File: src/rtl/dbg_auth_pkg.sv
// Purpose: Shared constants and types for the debug authentication and status/control block.
// Assumes: Coprocessor moves arrive already decoded into their encoding fields.
// Notes: All encodings, bit positions and reset values live here; the assertions and the bench repeat bit positions as literals.

package dbg_auth_pkg;

   localparam logic [3:0]  DEBUG_COPROC    = 4'hE;
   localparam logic [2:0]  AUTH_OPC1       = 3'h0;
   localparam logic [2:0]  AUTH_OPC2       = 3'h6;
   localparam logic [3:0]  AUTH_CRN        = 4'h7;
   localparam logic [3:0]  AUTH_CRM        = 4'hE;
   localparam logic [2:0]  CTRL_OPC1       = 3'h0;
   localparam logic [2:0]  CTRL_OPC2       = 3'h2;
   localparam logic [3:0]  CTRL_CRN        = 4'h0;
   localparam logic [3:0]  CTRL_CRM        = 4'h2;

   localparam int          HYP_NINV_LO     = 10;
   localparam int          HYP_INV_LO      = 8;
   localparam int          SEC_NINV_LO     = 6;
   localparam int          SEC_INV_LO      = 4;
   localparam int          OPEN_NINV_LO    = 2;
   localparam int          OPEN_INV_LO     = 0;
   localparam logic [1:0]  FIELD_ABSENT    = 2'h0;
   localparam logic [1:0]  FIELD_OFF       = 2'h2;
   localparam logic [1:0]  FIELD_ON        = 2'h3;

   localparam int          RXF_BIT         = 30;
   localparam int          TXF_BIT         = 29;
   localparam int          RX_OVR_BIT      = 27;
   localparam int          TX_UND_BIT      = 26;
   localparam int          IRQ_OFF_LO      = 22;
   localparam int          ACC_TRAP_BIT    = 21;
   localparam int          WORLD_BIT       = 18;
   localparam int          SPNID_BIT       = 17;
   localparam int          SPID_BIT        = 16;
   localparam int          MDBG_BIT        = 15;
   localparam int          HALT_EN_BIT     = 14;
   localparam int          UCT_BIT         = 12;
   localparam int          ERR_BIT         = 6;
   localparam int          CAUSE_LO        = 2;

   localparam logic        WORLD_VALUE     = 1'b1;
   localparam logic        SPNID_VALUE     = 1'b0;
   localparam logic        SPID_VALUE      = 1'b0;
   localparam logic        MDBG_RESET      = 1'b0;
   localparam logic        UCT_RESET       = 1'b0;
   localparam logic [3:0]  CAUSE_RESET     = 4'h0;

   localparam logic [3:0]  CAUSE_BREAK     = 4'h1;
   localparam logic [3:0]  CAUSE_SOFT_BRK  = 4'h3;
   localparam logic [3:0]  CAUSE_VCATCH    = 4'h5;
   localparam logic [3:0]  CAUSE_WATCH     = 4'hA;

   typedef enum logic [1:0] {
      EL_USER = 2'h0,
      EL_KERN = 2'h1,
      EL_HYP  = 2'h2
   } el_t;

   typedef enum logic [2:0] {
      CR_STATUS = 3'h0,
      CR_RX     = 3'h1,
      CR_TX     = 3'h2,
      CR_ID     = 3'h3,
      CR_SELF   = 3'h4,
      CR_ROM    = 3'h5
   } comms_reg_t;

   typedef enum logic [1:0] {
      AF_MOVE   = 2'h0,
      AF_LDST   = 2'h1,
      AF_DOUBLE = 2'h2
   } access_form_t;

   typedef struct packed {
      logic       rxf;
      logic       txf;
      logic       rx_ovr;
      logic       tx_und;
      logic [1:0] irq_off;
      logic       acc_trap;
      logic       halt_en;
      logic       err;
   } mirror_t;

endpackage : dbg_auth_pkg

File: src/rtl/auth_if.sv
// Purpose: Carries the external debug enables to the authentication composer and its value back.
// Assumes: All members are levels sampled in the clk_sys domain.
// Notes: The user modport drives the enables; the composer drives the value.

`timescale 1ns/1ns
`default_nettype none

interface auth_if;
   logic        el2_present;
   logic        hyp_inv_en;
   logic        hyp_ninv_en;
   logic        inv_en;
   logic        ninv_en;
   logic [31:0] value;

   modport composer (input el2_present, hyp_inv_en, hyp_ninv_en, inv_en, ninv_en,
                     output value);
   modport user     (output el2_present, hyp_inv_en, hyp_ninv_en, inv_en, ninv_en,
                     input value);
endinterface : auth_if

`default_nettype wire

File: src/rtl/auth_status_comp.sv
// Purpose: Composes the read-only authentication status word from the enable inputs.
// Assumes: Purely combinational; the caller registers the value before it leaves the block.
// Notes: Reserved and secure fields are hard zeros.

`timescale 1ns/1ns
`default_nettype none

module auth_status_comp (
   auth_if.composer a
);
   import dbg_auth_pkg::*;

   function automatic logic [1:0] field_code(input logic present, input logic enabled);
      field_code = !present ? FIELD_ABSENT : (enabled ? FIELD_ON : FIELD_OFF);
   endfunction : field_code

   always_comb begin
      a.value = 32'h0000_0000;
      a.value[HYP_NINV_LO +: 2] = field_code(a.el2_present, a.hyp_ninv_en);
      a.value[HYP_INV_LO +: 2] = field_code(a.el2_present, a.hyp_inv_en);
      a.value[SEC_NINV_LO +: 2] = FIELD_ABSENT;
      a.value[SEC_INV_LO +: 2] = FIELD_ABSENT;
      a.value[OPEN_NINV_LO +: 2] = field_code(1'b1, a.ninv_en);
      a.value[OPEN_INV_LO +: 2] = field_code(1'b1, a.inv_en);
   end

endmodule : auth_status_comp

`default_nettype wire

File: src/rtl/debug_auth_status_ctrl.sv
// Purpose: Authentication status and outer-view debug status/control registers behind coprocessor moves.
// Assumes: One move per request, all inputs synchronous to clk_sys; ce low freezes all state.
// Notes: Every request taken while ce is high is answered one cycle later with done, possibly marked refused or trapped.

`timescale 1ns/1ns
`default_nettype none

module debug_auth_status_ctrl (
   input  wire logic                       clk_sys,
   input  wire logic                       rst_n,
   input  wire logic                       ce,
   input  wire logic                       el2_present,
   input  wire logic                       ext_hyp_inv_en,
   input  wire logic                       ext_hyp_ninv_en,
   input  wire logic                       ext_inv_en,
   input  wire logic                       ext_ninv_en,
   input  wire logic                       debug_access_trap,
   input  wire logic                       cp_valid,
   input  wire logic                       cp_write,
   input  wire logic [3:0]                 cp_coproc,
   input  wire logic [2:0]                 cp_opc1,
   input  wire logic [2:0]                 cp_opc2,
   input  wire logic [3:0]                 cp_crn,
   input  wire logic [3:0]                 cp_crm,
   input  wire dbg_auth_pkg::el_t          cp_el,
   input  wire logic [31:0]                cp_wdata,
   output logic                            cp_done,
   output logic [31:0]                     cp_rdata,
   output logic                            cp_undef,
   output logic                            cp_hyp_trap,
   input  wire logic                       os_lock_bit,
   input  wire dbg_auth_pkg::mirror_t      ext_status,
   output logic                            mirror_wr,
   output dbg_auth_pkg::mirror_t           mirror_wdata,
   input  wire logic                       debug_exc_take,
   input  wire logic [3:0]                 debug_exc_cause,
   output logic                            monitor_debug_enable,
   output logic                            user_comms_trap,
   input  wire logic                       comms_valid,
   input  wire dbg_auth_pkg::comms_reg_t   comms_reg,
   input  wire dbg_auth_pkg::access_form_t comms_form,
   input  wire dbg_auth_pkg::el_t          comms_el,
   input  wire logic                       debug_state,
   output logic                            comms_trap
);
   import dbg_auth_pkg::*;

   ////////////////////////////////////////////////////////////////////////////////
   // Decode and access checks.

   function automatic logic enc_match(input logic [2:0] o1, input logic [2:0] o2,
                                      input logic [3:0] n, input logic [3:0] m);
      enc_match = (cp_coproc == DEBUG_COPROC) && (cp_opc1 == o1) && (cp_opc2 == o2)
                  && (cp_crn == n) && (cp_crm == m);
   endfunction : enc_match

   auth_if auth ();

   logic        hit_auth;
   logic        hit_ctrl;
   logic        take;
   logic        refuse;
   logic        hyp_trap;
   logic        ctrl_write;
   logic [3:0]  entry_cause;
   logic        last_auth;
   logic        last_ctrl;
   logic [31:0] ctrl_view;

   assign auth.el2_present = el2_present;
   assign auth.hyp_inv_en  = ext_hyp_inv_en;
   assign auth.hyp_ninv_en = ext_hyp_ninv_en;
   assign auth.inv_en      = ext_inv_en;
   assign auth.ninv_en     = ext_ninv_en;

   auth_status_comp u_auth (
      .a (auth.composer)
   );

   assign take     = cp_valid && ce;
   assign hit_auth = enc_match(AUTH_OPC1, AUTH_OPC2, AUTH_CRN, AUTH_CRM);
   assign hit_ctrl = enc_match(CTRL_OPC1, CTRL_OPC2, CTRL_CRN, CTRL_CRM);

   // Unknown encodings, EL0 and writes to the read-only word are refused as undefined.
   assign refuse   = !(hit_auth || hit_ctrl) || (cp_el == EL_USER)
                     || (hit_auth && cp_write);
   assign hyp_trap = !refuse && (cp_el == EL_KERN) && el2_present
                     && debug_access_trap;
   assign ctrl_write = take && hit_ctrl && cp_write && !refuse && !hyp_trap;

   ////////////////////////////////////////////////////////////////////////////////
   // Outer view of the status/control word.

   always_comb begin
      ctrl_view = 32'h0000_0000;
      if (os_lock_bit) begin
         ctrl_view[RXF_BIT]          = ext_status.rxf;
         ctrl_view[TXF_BIT]          = ext_status.txf;
         ctrl_view[RX_OVR_BIT]       = ext_status.rx_ovr;
         ctrl_view[TX_UND_BIT]       = ext_status.tx_und;
         ctrl_view[IRQ_OFF_LO +: 2]  = ext_status.irq_off;
         ctrl_view[ACC_TRAP_BIT]     = ext_status.acc_trap;
         ctrl_view[HALT_EN_BIT]      = ext_status.halt_en;
         ctrl_view[ERR_BIT]          = ext_status.err;
      end
      ctrl_view[WORLD_BIT]           = WORLD_VALUE;
      ctrl_view[SPNID_BIT]           = SPNID_VALUE;
      ctrl_view[SPID_BIT]            = SPID_VALUE;
      ctrl_view[MDBG_BIT]            = monitor_debug_enable;
      ctrl_view[UCT_BIT]             = user_comms_trap;
      ctrl_view[CAUSE_LO +: 4]       = entry_cause;
   end

   ////////////////////////////////////////////////////////////////////////////////
   // Answer path.

   always_ff @(posedge clk_sys) begin
      if (!rst_n) begin
         cp_done     <= 1'b0;
         cp_undef    <= 1'b0;
         cp_hyp_trap <= 1'b0;
         cp_rdata    <= 32'h0000_0000;
         last_auth   <= 1'b0;
         last_ctrl   <= 1'b0;
      end else if (ce) begin
         cp_done     <= cp_valid;
         cp_undef    <= cp_valid && refuse;
         cp_hyp_trap <= cp_valid && hyp_trap;
         last_auth   <= cp_valid && hit_auth && !refuse && !hyp_trap;
         last_ctrl   <= cp_valid && hit_ctrl && !refuse && !hyp_trap && !cp_write;
         if (cp_valid && !cp_write && !refuse && !hyp_trap) begin
            cp_rdata <= hit_auth ? auth.value : ctrl_view;
         end else if (cp_valid) begin
            cp_rdata <= 32'h0000_0000;
         end
      end
   end

   ////////////////////////////////////////////////////////////////////////////////
   // Software-owned control bits.

   always_ff @(posedge clk_sys) begin
      if (!rst_n) begin
         monitor_debug_enable <= MDBG_RESET;
         user_comms_trap      <= UCT_RESET;
      end else if (ctrl_write) begin
         monitor_debug_enable <= cp_wdata[MDBG_BIT];
         user_comms_trap      <= cp_wdata[UCT_BIT];
      end
   end

   // A debug exception in the same cycle as a software write keeps its cause.
   always_ff @(posedge clk_sys) begin
      if (!rst_n) begin
         entry_cause <= CAUSE_RESET;
      end else if (ce && debug_exc_take) begin
         entry_cause <= debug_exc_cause;
      end else if (ctrl_write) begin
         entry_cause <= cp_wdata[CAUSE_LO +: 4];
      end
   end

   ////////////////////////////////////////////////////////////////////////////////
   // Mirror write-through to the external status register, only while locked.

   always_ff @(posedge clk_sys) begin
      if (!rst_n) begin
         mirror_wr    <= 1'b0;
         mirror_wdata <= '0;
      end else if (ce) begin
         mirror_wr <= ctrl_write && os_lock_bit;
         if (ctrl_write && os_lock_bit) begin
            mirror_wdata.rxf      <= cp_wdata[RXF_BIT];
            mirror_wdata.txf      <= cp_wdata[TXF_BIT];
            mirror_wdata.rx_ovr   <= cp_wdata[RX_OVR_BIT];
            mirror_wdata.tx_und   <= cp_wdata[TX_UND_BIT];
            mirror_wdata.irq_off  <= cp_wdata[IRQ_OFF_LO +: 2];
            mirror_wdata.acc_trap <= cp_wdata[ACC_TRAP_BIT];
            mirror_wdata.halt_en  <= cp_wdata[HALT_EN_BIT];
            mirror_wdata.err      <= cp_wdata[ERR_BIT];
         end
      end
   end

   ////////////////////////////////////////////////////////////////////////////////
   // User comms-channel trap; the access form does not matter.

   logic data_reg;

   assign data_reg   = (comms_reg == CR_RX) || (comms_reg == CR_TX);
   assign comms_trap = comms_valid && (comms_el == EL_USER) && user_comms_trap
                       && (comms_form inside {AF_MOVE, AF_LDST, AF_DOUBLE})
                       && !(debug_state && data_reg);
endmodule : debug_auth_status_ctrl

`default_nettype wire

File: config.mk
export PLATFORM = sky130hd
export DESIGN_NAME = debug_auth_status_ctrl
export DESIGN_NICKNAME = d
export VERILOG_FILES = /design/src/rtl/dbg_auth_pkg.sv /design/src/rtl/auth_if.sv /design/src/rtl/auth_status_comp.sv /design/src/rtl/debug_auth_status_ctrl.sv
export SDC_FILE = /design/constraint.sdc
export NUM_CORES = 1
export LEC_CHECK = 0
export BUFFER_PORTS_ARGS = -buffer_cell sky130_fd_sc_hd__clkbuf_2
export CAP_MARGIN = 0
export CORE_UTILIZATION = 38
export DETAILED_ROUTE_END_ITERATION = 8
export PLACE_DENSITY = 0.82
export SLEW_MARGIN = 20
export SYNTH_ARGS = -nofsm -noshare
export SYNTH_HDL_FRONTEND = slang
export SYNTH_SLANG_ARGS = --single-unit
File: constraint.sdc
create_clock -name clk_sys -period 2.29 [get_ports clk_sys]
set_clock_uncertainty 0.2 [all_clocks]
set_input_delay 0.458 -clock clk_sys [delete_from_list [all_inputs] [get_ports clk_sys]]
set_output_delay 0.458 -clock clk_sys [all_outputs]
set_load 0.01 [all_outputs]
==> impl_metrics.tcl, run 1 <==
set metrics [dict create \
    ys_async_sr_fraction_pct 0 \
    largest_fanout_on_the_critical_path 2 \
    vias_per_cell 5.21 \
    synth-compound-area-share_pct 24.5 \
    maxSlewViolCount 0 \
    yosys.area_share.adder_pct 0 \
    drv.max_cap_violation_count 0 \
    irDropWorstVdd_mv 0.365 \
    timing.fmax_ghz 0.457 \
    setup_viol_count_final 0 \
    power.density_cell_area_mw_per_mm2 515 \
    flow.area_growth_from_synthesis_pct 37.1 \
    die_area_mm2 0.00571 \
    floorplan.core_area_mm2 0.00517 \
    synth_area_leaders "dfxtp_1 (39%), o21ai_0 (6.3%), nand2_1 (6.0%), nand4_1 (5.5%), buf_4 (4.7%)" \
    combinational_family_with_the_most_area_after_synthesis "simple AND/OR/NAND/NOR gates" \
    num_rows 26 \
    synth_flop_cell "dfxtp_1" \
    finalCriticalPeriod_ns 2.19 \
    grt_setup_unrepaired "false" \
    stdcell_count 430 \
    synth_cell_type_count 49 \
    route.vias.total 2239 \
    initial_core_util_pct 39.8 \
    outcome "finished, final reports clean" \
    dpl_worst_slack_ns -0.158 \
    synth-seq-cells 40 \
    final_nets 446 \
    grt_max_degree 23 \
    synth_edf_count 0 \
    global_route_wire_length_before_repair_um 8470 \
    route.final.wire_length_um 5620 \
    cts.root.buffer_cell "clkbuf_8" \
    detail_route.iter0.violations 104 \
    clk_latency_ns 0.29 \
    antenna_cells 0 \
    hold_ws_ns 0.197 \
    postSynthCellCount 249 \
    synth.top_cells.by_count "dfxtp_1 (40), nand2_1 (33), o21ai_0 (26), nand4_1 (18), a21oi_1 (16)" \
    grt_util_all_layers_pct 19.6 \
    num_cts_buffers 5 \
    gp_congestion 0.899 \
    wire_per_inst_um 13.1 \
    route.antenna.remaining_nets 0 \
    synth.area.mux_share_pct 0 \
    io_buffers 107 \
    fillerInstances 489 \
    synth_top_cell_by_area "dfxtp_1" \
    cp.arrival_ns 1.53 \
    setup_ws_ns 0.104 \
    clock_tree.buffer_depth 2 \
    number_of_warnings_printed_during_yosys_synthesis 0 \
    antenna_violations_before_repair 0 \
    worst_setup_hold_path_clk_slew_ns 0.08 \
    grt_pass1_vias 1954 \
    postSynthAreaPerCell_um2 8.26 \
    fp.dieH_um 75.6 \
    cellLeakagePower_nw 1.24 \
    die-width_um 75.6 \
    clock_sinks 40 \
    yosysTopAreaCellShare_pct 38.9 \
    final.period_utilization_pct 95.5 \
    htree_num_levels 2 \
    placed_cells 421 \
    startpoint_type_of_the_worst_setup_path "flip-flop" \
    final_hold_viol_count 0 \
    detail_route.drc_violations 0 \
    synthesis.area_mm2 0.00206 \
    worst-slew-pin-transition_ns 0.675 \
    post-synth-top-count-cell "dfxtp_1" \
    yosys.area_share.simple_pct 24.8 \
    timing.max_slew.rel_slack_pct 55.0 \
    postCtsHoldBufs 0 \
    crit_type "reg -> out" \
    synth_xor_area_share_pct 0.426 \
    setup.worst_path.end_class "output pin" \
    utilization_after_layout_pct 54.5 \
    globalRoute.totalOverflow 0 \
    dp_hpwl_um 4290 \
    final_layout_size_suffix_gt1_share_pct 41.1 \
    cp_data_required_time_ns 1.63 \
    drt_pre_antenna_iters 4 \
    min_path_type "in -> reg" \
    cts_tree "built" \
    synth-seq-area-share_pct 38.9 \
    io_pins 135 \
]
power breakdown:
group	switching (mW)	internal, mW	total, mW
Clock	0.255	0.328	0.583
Combinational	0.0897	0.0735	0.163
Sequential	0.00404	0.701	0.705
final cells by class:
class / count / area [um2] / area share [%]
Tap cell: 70 / 87.6 / 3.11
Clock inverter: 3 / 47.5 / 1.69
Clock buffer: 5 / 68.8 / 2.44
Multi-Input combinational cell: 176 / 1110 / 39.5
Sequential cell: 40 / 802 / 28.4
Inverter: 14 / 52.6 / 1.86
Timing Repair Buffer: 122 / 648 / 23.0
state kept, by name, summed over array words and instances, names as in the netlist:
| register | cells |
|---|---|
| mirror_wr | 1 |
| user_comms_trap | 1 |
| cp_done | 1 |
| cp_hyp_trap | 1 |
| cp_rdata | 21 |
| entry_cause | 4 |
| cp_undef | 1 |
| monitor_debug_enable | 1 |
| mirror_wdata | 9 |
final timing paths:
path	startpoint	end	slack (ns)	cells past startpoint
worst max-delay path	user_comms_trap	comms_trap	0.10	4
worst min-delay path	cp_wdata[29]	mirror_wdata[7]	0.20	3
worst max register to register	user_comms_trap	user_comms_trap	1.38	3
worst min register to register	cp_rdata[18]	cp_rdata[18]	0.25	2
routing by layer:
metal  vias to the layer above  global-route usage [%]  wire length (um)
met4                         0                    5.97                87
met3                        11                    7.01               497
met2                        82                    35.6              2810
met5                         -                       0                 0
met1                      1024                    21.4              2220
li1                       1122                       -                 -
worst max-delay path, cell delays in order, from the launching register on:
cell      delay (ns)
dfxtp_2         0.33
inv_1           0.05
or4b_4          0.48
a221oi_2        0.21
buf_2           0.17
repair_timing:
item,in CTS,in global routing
pin swaps,0,1
gates resized for setup,3,1
hold endpoints to repair,0,0
endpoints found under the setup margin,1,1
setup buffers,1,0
cell usage in the layout, fill, tap and decap left out, types with 2 or more instances in the layout:
cell,instances
a31oi_1,5
buf_4,15
nor3_1,5
inv_1,14
nand2_1,33
and4b_1,2
and3_1,2
nor2b_1,3
o41ai_2,10
nand3_1,5
and4_1,2
clkbuf_8,5
nor2_1,2
o21ai_0,26
o41ai_1,5
clkinv_4,2
dfxtp_1,39
clkbuf_2,106
o2111ai_1,4
nand2b_1,2
a21oi_1,16
and2_1,4
nand4_1,18
conb_1,10
cell families (layout without fill, tap and decap cells):
logic type             count (synthesis)  count (layout)
XOR/XNOR                               1               1
other                                  1              10
AO/OA/AOI/OAI                         74              74
flip-flops                            40              40
AND/OR/NAND/NOR                       91              91
buffers and inverters                 42             144
through the flow:
step	TNS [ns]	power (mW)	instance area [um2]
after floorplan	-0.726	0.812	2140
after global placement	-1.50	0.878	2690
after detailed placement	-2.26	0.882	2690
after CTS	0	1.47	2820
after global routing	0	1.52	2820
final	0	1.45	2820
Power figures use the tool's default switching activity.
==> run 2: changes to the inputs <==
CORE_ASPECT_RATIO = 0.9   (was default)
RECOVER_POWER = 50   (was default)
==> run 2 against run 1 <==
Clock-buffer cell count stayed put. Sequential power hardly changed. Design area is 3.1% lower. Register-to-register slack hardly changed. Combinational power hardly changed. Via count is 0.18% lower. Total power is 8.3% lower. Sequential cell count stayed put. First-iteration DRC count is 36% lower. Routed wire length is 0.77% higher. Clock power is 20% lower. Fmax is 0.37% higher. Critical endpoint unchanged. Largest power group unchanged.
==> impl_metrics.tcl, run 2 (synthesized netlist as in run 1, its figures left out) <==
set metrics [dict create \
    grt_setup_unrepaired "false" \
    dp_hpwl_um 4270 \
    fillerInstances 531 \
    clk_latency_ns 0.30 \
    globalRoute.totalOverflow 0 \
    global_route_wire_length_before_repair_um 8840 \
    worstHoldEndpoint "cp_rdata[22]" \
    r2r_start "user_comms_trap" \
    layout_top_registers "cp_rdata x21, mirror_wdata x9, entry_cause x4" \
    p_sw_mw 0.345 \
    cp_data_required_time_ns 1.63 \
    route.antenna.remaining_nets 0 \
    detail_route.drc_violations 0 \
    grt_util_all_layers_pct 20.0 \
    dpl_worst_slack_ns -0.162 \
    stdcell_count 426 \
    irDropWorstVdd_mv 0.342 \
    num_rows 25 \
    io_buffers 107 \
    largest_register_ff_count 21 \
    route.final.wire_length_um 5660 \
    initial_core_util_pct 39.4 \
    fp.dieH_um 71.8 \
    critPathTopFamily "simple AND/OR/NAND/NOR gates" \
    vias_per_cell 5.25 \
    floorplan.core_area_mm2 0.00522 \
    cts_tree "built" \
    gp_congestion 0.845 \
    outcome "finished, final reports clean" \
    maxSlewViolCount 0 \
    worstHoldPathCells 3 \
    num_cts_buffers 5 \
    min_path_type "in -> reg" \
    total_power_mw 1.33 \
    flow.area_growth_from_synthesis_pct 32.8 \
    startpoint_type_of_the_worst_setup_path "flip-flop" \
    grt_max_degree 23 \
    worst_setup_hold_path_clk_slew_ns 0.08 \
    power_frac_comb_pct 12.1 \
    setup_ws_ns 0.112 \
    placed_cells 417 \
    worst_hold_startpoint "ext_status[3]" \
    finalCriticalPeriod_ns 2.18 \
    cellLeakagePower_nw 1.09 \
    final_nets 445 \
    wire_per_inst_um 13.3 \
    cp_slowest_stage_delay_ns 0.48 \
    crit_slowest_cell "or4b_4" \
    cp_cell_sequence "inv_1, or4b_4, a221oi_2, buf_2" \
    swShare_pct 25.9 \
    final_layout_size_suffix_gt1_share_pct 30.4 \
    largest_fanout_on_the_critical_path 2 \
    cts.root.buffer_cell "clkbuf_8" \
    detail_route.iter0.violations 67 \
    die-width_um 79.6 \
    power.density_cell_area_mw_per_mm2 487 \
    timing.fmax_ghz 0.459 \
    route.vias.total 2235 \
    final.period_utilization_pct 95.1 \
    drt_pre_antenna_iters 4 \
    placed_cell_area_mm2 0.00267 \
    regToRegSetupSlack_ns 1.39 \
    layout.cells.most_common_list "clkbuf_2 (68), dfxtp_1 (39), clkbuf_1 (38)" \
    drv.max_cap_violation_count 0 \
    worst-slew-pin-transition_ns 0.656 \
    crit_type "reg -> out" \
    die_area_mm2 0.00571 \
    setup.worst_path.end_class "output pin" \
    power_frac_clock_pct 34.9 \
    clock_tree.buffer_depth 2 \
    worst_r2r_dst "user_comms_trap" \
    tns_ns 0 \
    htree_num_levels 2 \
    final_hold_viol_count 0 \
    cp.arrival_ns 1.52 \
    timing.max_slew.rel_slack_pct 56.2 \
    antenna_violations_before_repair 0 \
    buffer_and_inverter_count_on_the_worst_path 2 \
    setup_viol_count_final 0 \
    internal_power_mw 0.985 \
    clock_sinks 40 \
    postCtsHoldBufs 0 \
    share_seq_of_total_power_pct 53.0 \
    max_flop_register "cp_rdata" \
    antenna_cells 0 \
    most_common_library_cell_in_the_layout_ignoring_fill_and_taps "clkbuf_2" \
    io_pins 135 \
    grt_pass1_vias 1988 \
    worst_r2r_path_depth 3 \
    layout.cell_area.non_filler_mm2 0.00273 \
]
-- run 2: changes by cell type in the layout (fill, tap and decap cells not counted), sizes merged --
cell and change:
buf -1, bufinv -1, clkinv +1
-- run 2: per-stage QoR --
stage / hold WS [ns] / utilization [%]
3_5_place_dp: 0.237 / 51.2
5_1_grt: 0.185 / 52.3
4_1_cts: 0.184 / 53.2
3_3_place_gp: 0.231 / 51.2
6_report: 0.190 / 52.3
2_1_floorplan: 0.238 / -
-- run 2: tightest hold or removal path, delay by kind of cell --
kind | cells | cell delay, ns
buf+inv | 2 | 0.11
compound gates | 1 | 0.07
-- run 2: cell type report --
| type | instances | area [um2] | share of cell area, % |
|---|---|---|---|
| multi-input cells | 176 | 1110 | 40.8 |
| flip-flops and latches | 40 | 802 | 29.3 |
| repair buffers | 121 | 593 | 21.7 |
| well taps | 67 | 83.8 | 3.07 |
| clock buffers | 5 | 68.8 | 2.52 |
| inverters | 14 | 52.6 | 1.92 |
| clock inverters | 3 | 18.8 | 0.687 |
-- run 2: how the worst max path moves through the flow --
stage                          from               to  slack, ns  cells past startpoint
global placement         cp_opc2[2]  mirror_wdata[1]      -0.14                      6
floorplan                cp_opc2[2]   entry_cause[0]      -0.07                      7
detailed placement       cp_opc2[2]  mirror_wdata[1]      -0.16                      6
finish              user_comms_trap       comms_trap       0.11                      4
global route        user_comms_trap       comms_trap       0.04                      4
CTS                 user_comms_trap       comms_trap       0.09                      4
-- run 2: power by group through the flow --
stage                     Sequential (mW)  Clock (mW)  Combinational, mW
final                               0.705       0.465              0.161
after global routing                0.706       0.519              0.178
after CTS                           0.706       0.480              0.161
after detailed placement            0.722           0              0.159
after global placement              0.722           0              0.155
after floorplan                     0.722           0             0.0894
-- run 2: repair_timing --
| action | 4_1_cts | 5_1_grt |
|---|---|---|
| pin swaps | 0 | 1 |
| setup endpoints to repair | 1 | 1 |
| setup buffers | 1 | 0 |
| resized for setup | 3 | 1 |
-- run 2: per-layer routing --
metal | track usage [%] | vias to the layer above | part of all wire (%)
met5 | 0 | - | 0
met4 | 8.69 | 0 | 2.2
met3 | 7.13 | 11 | 9.6
met2 | 35.6 | 97 | 47
met1 | 21.3 | 1009 | 41
li1 | - | 1118 | -
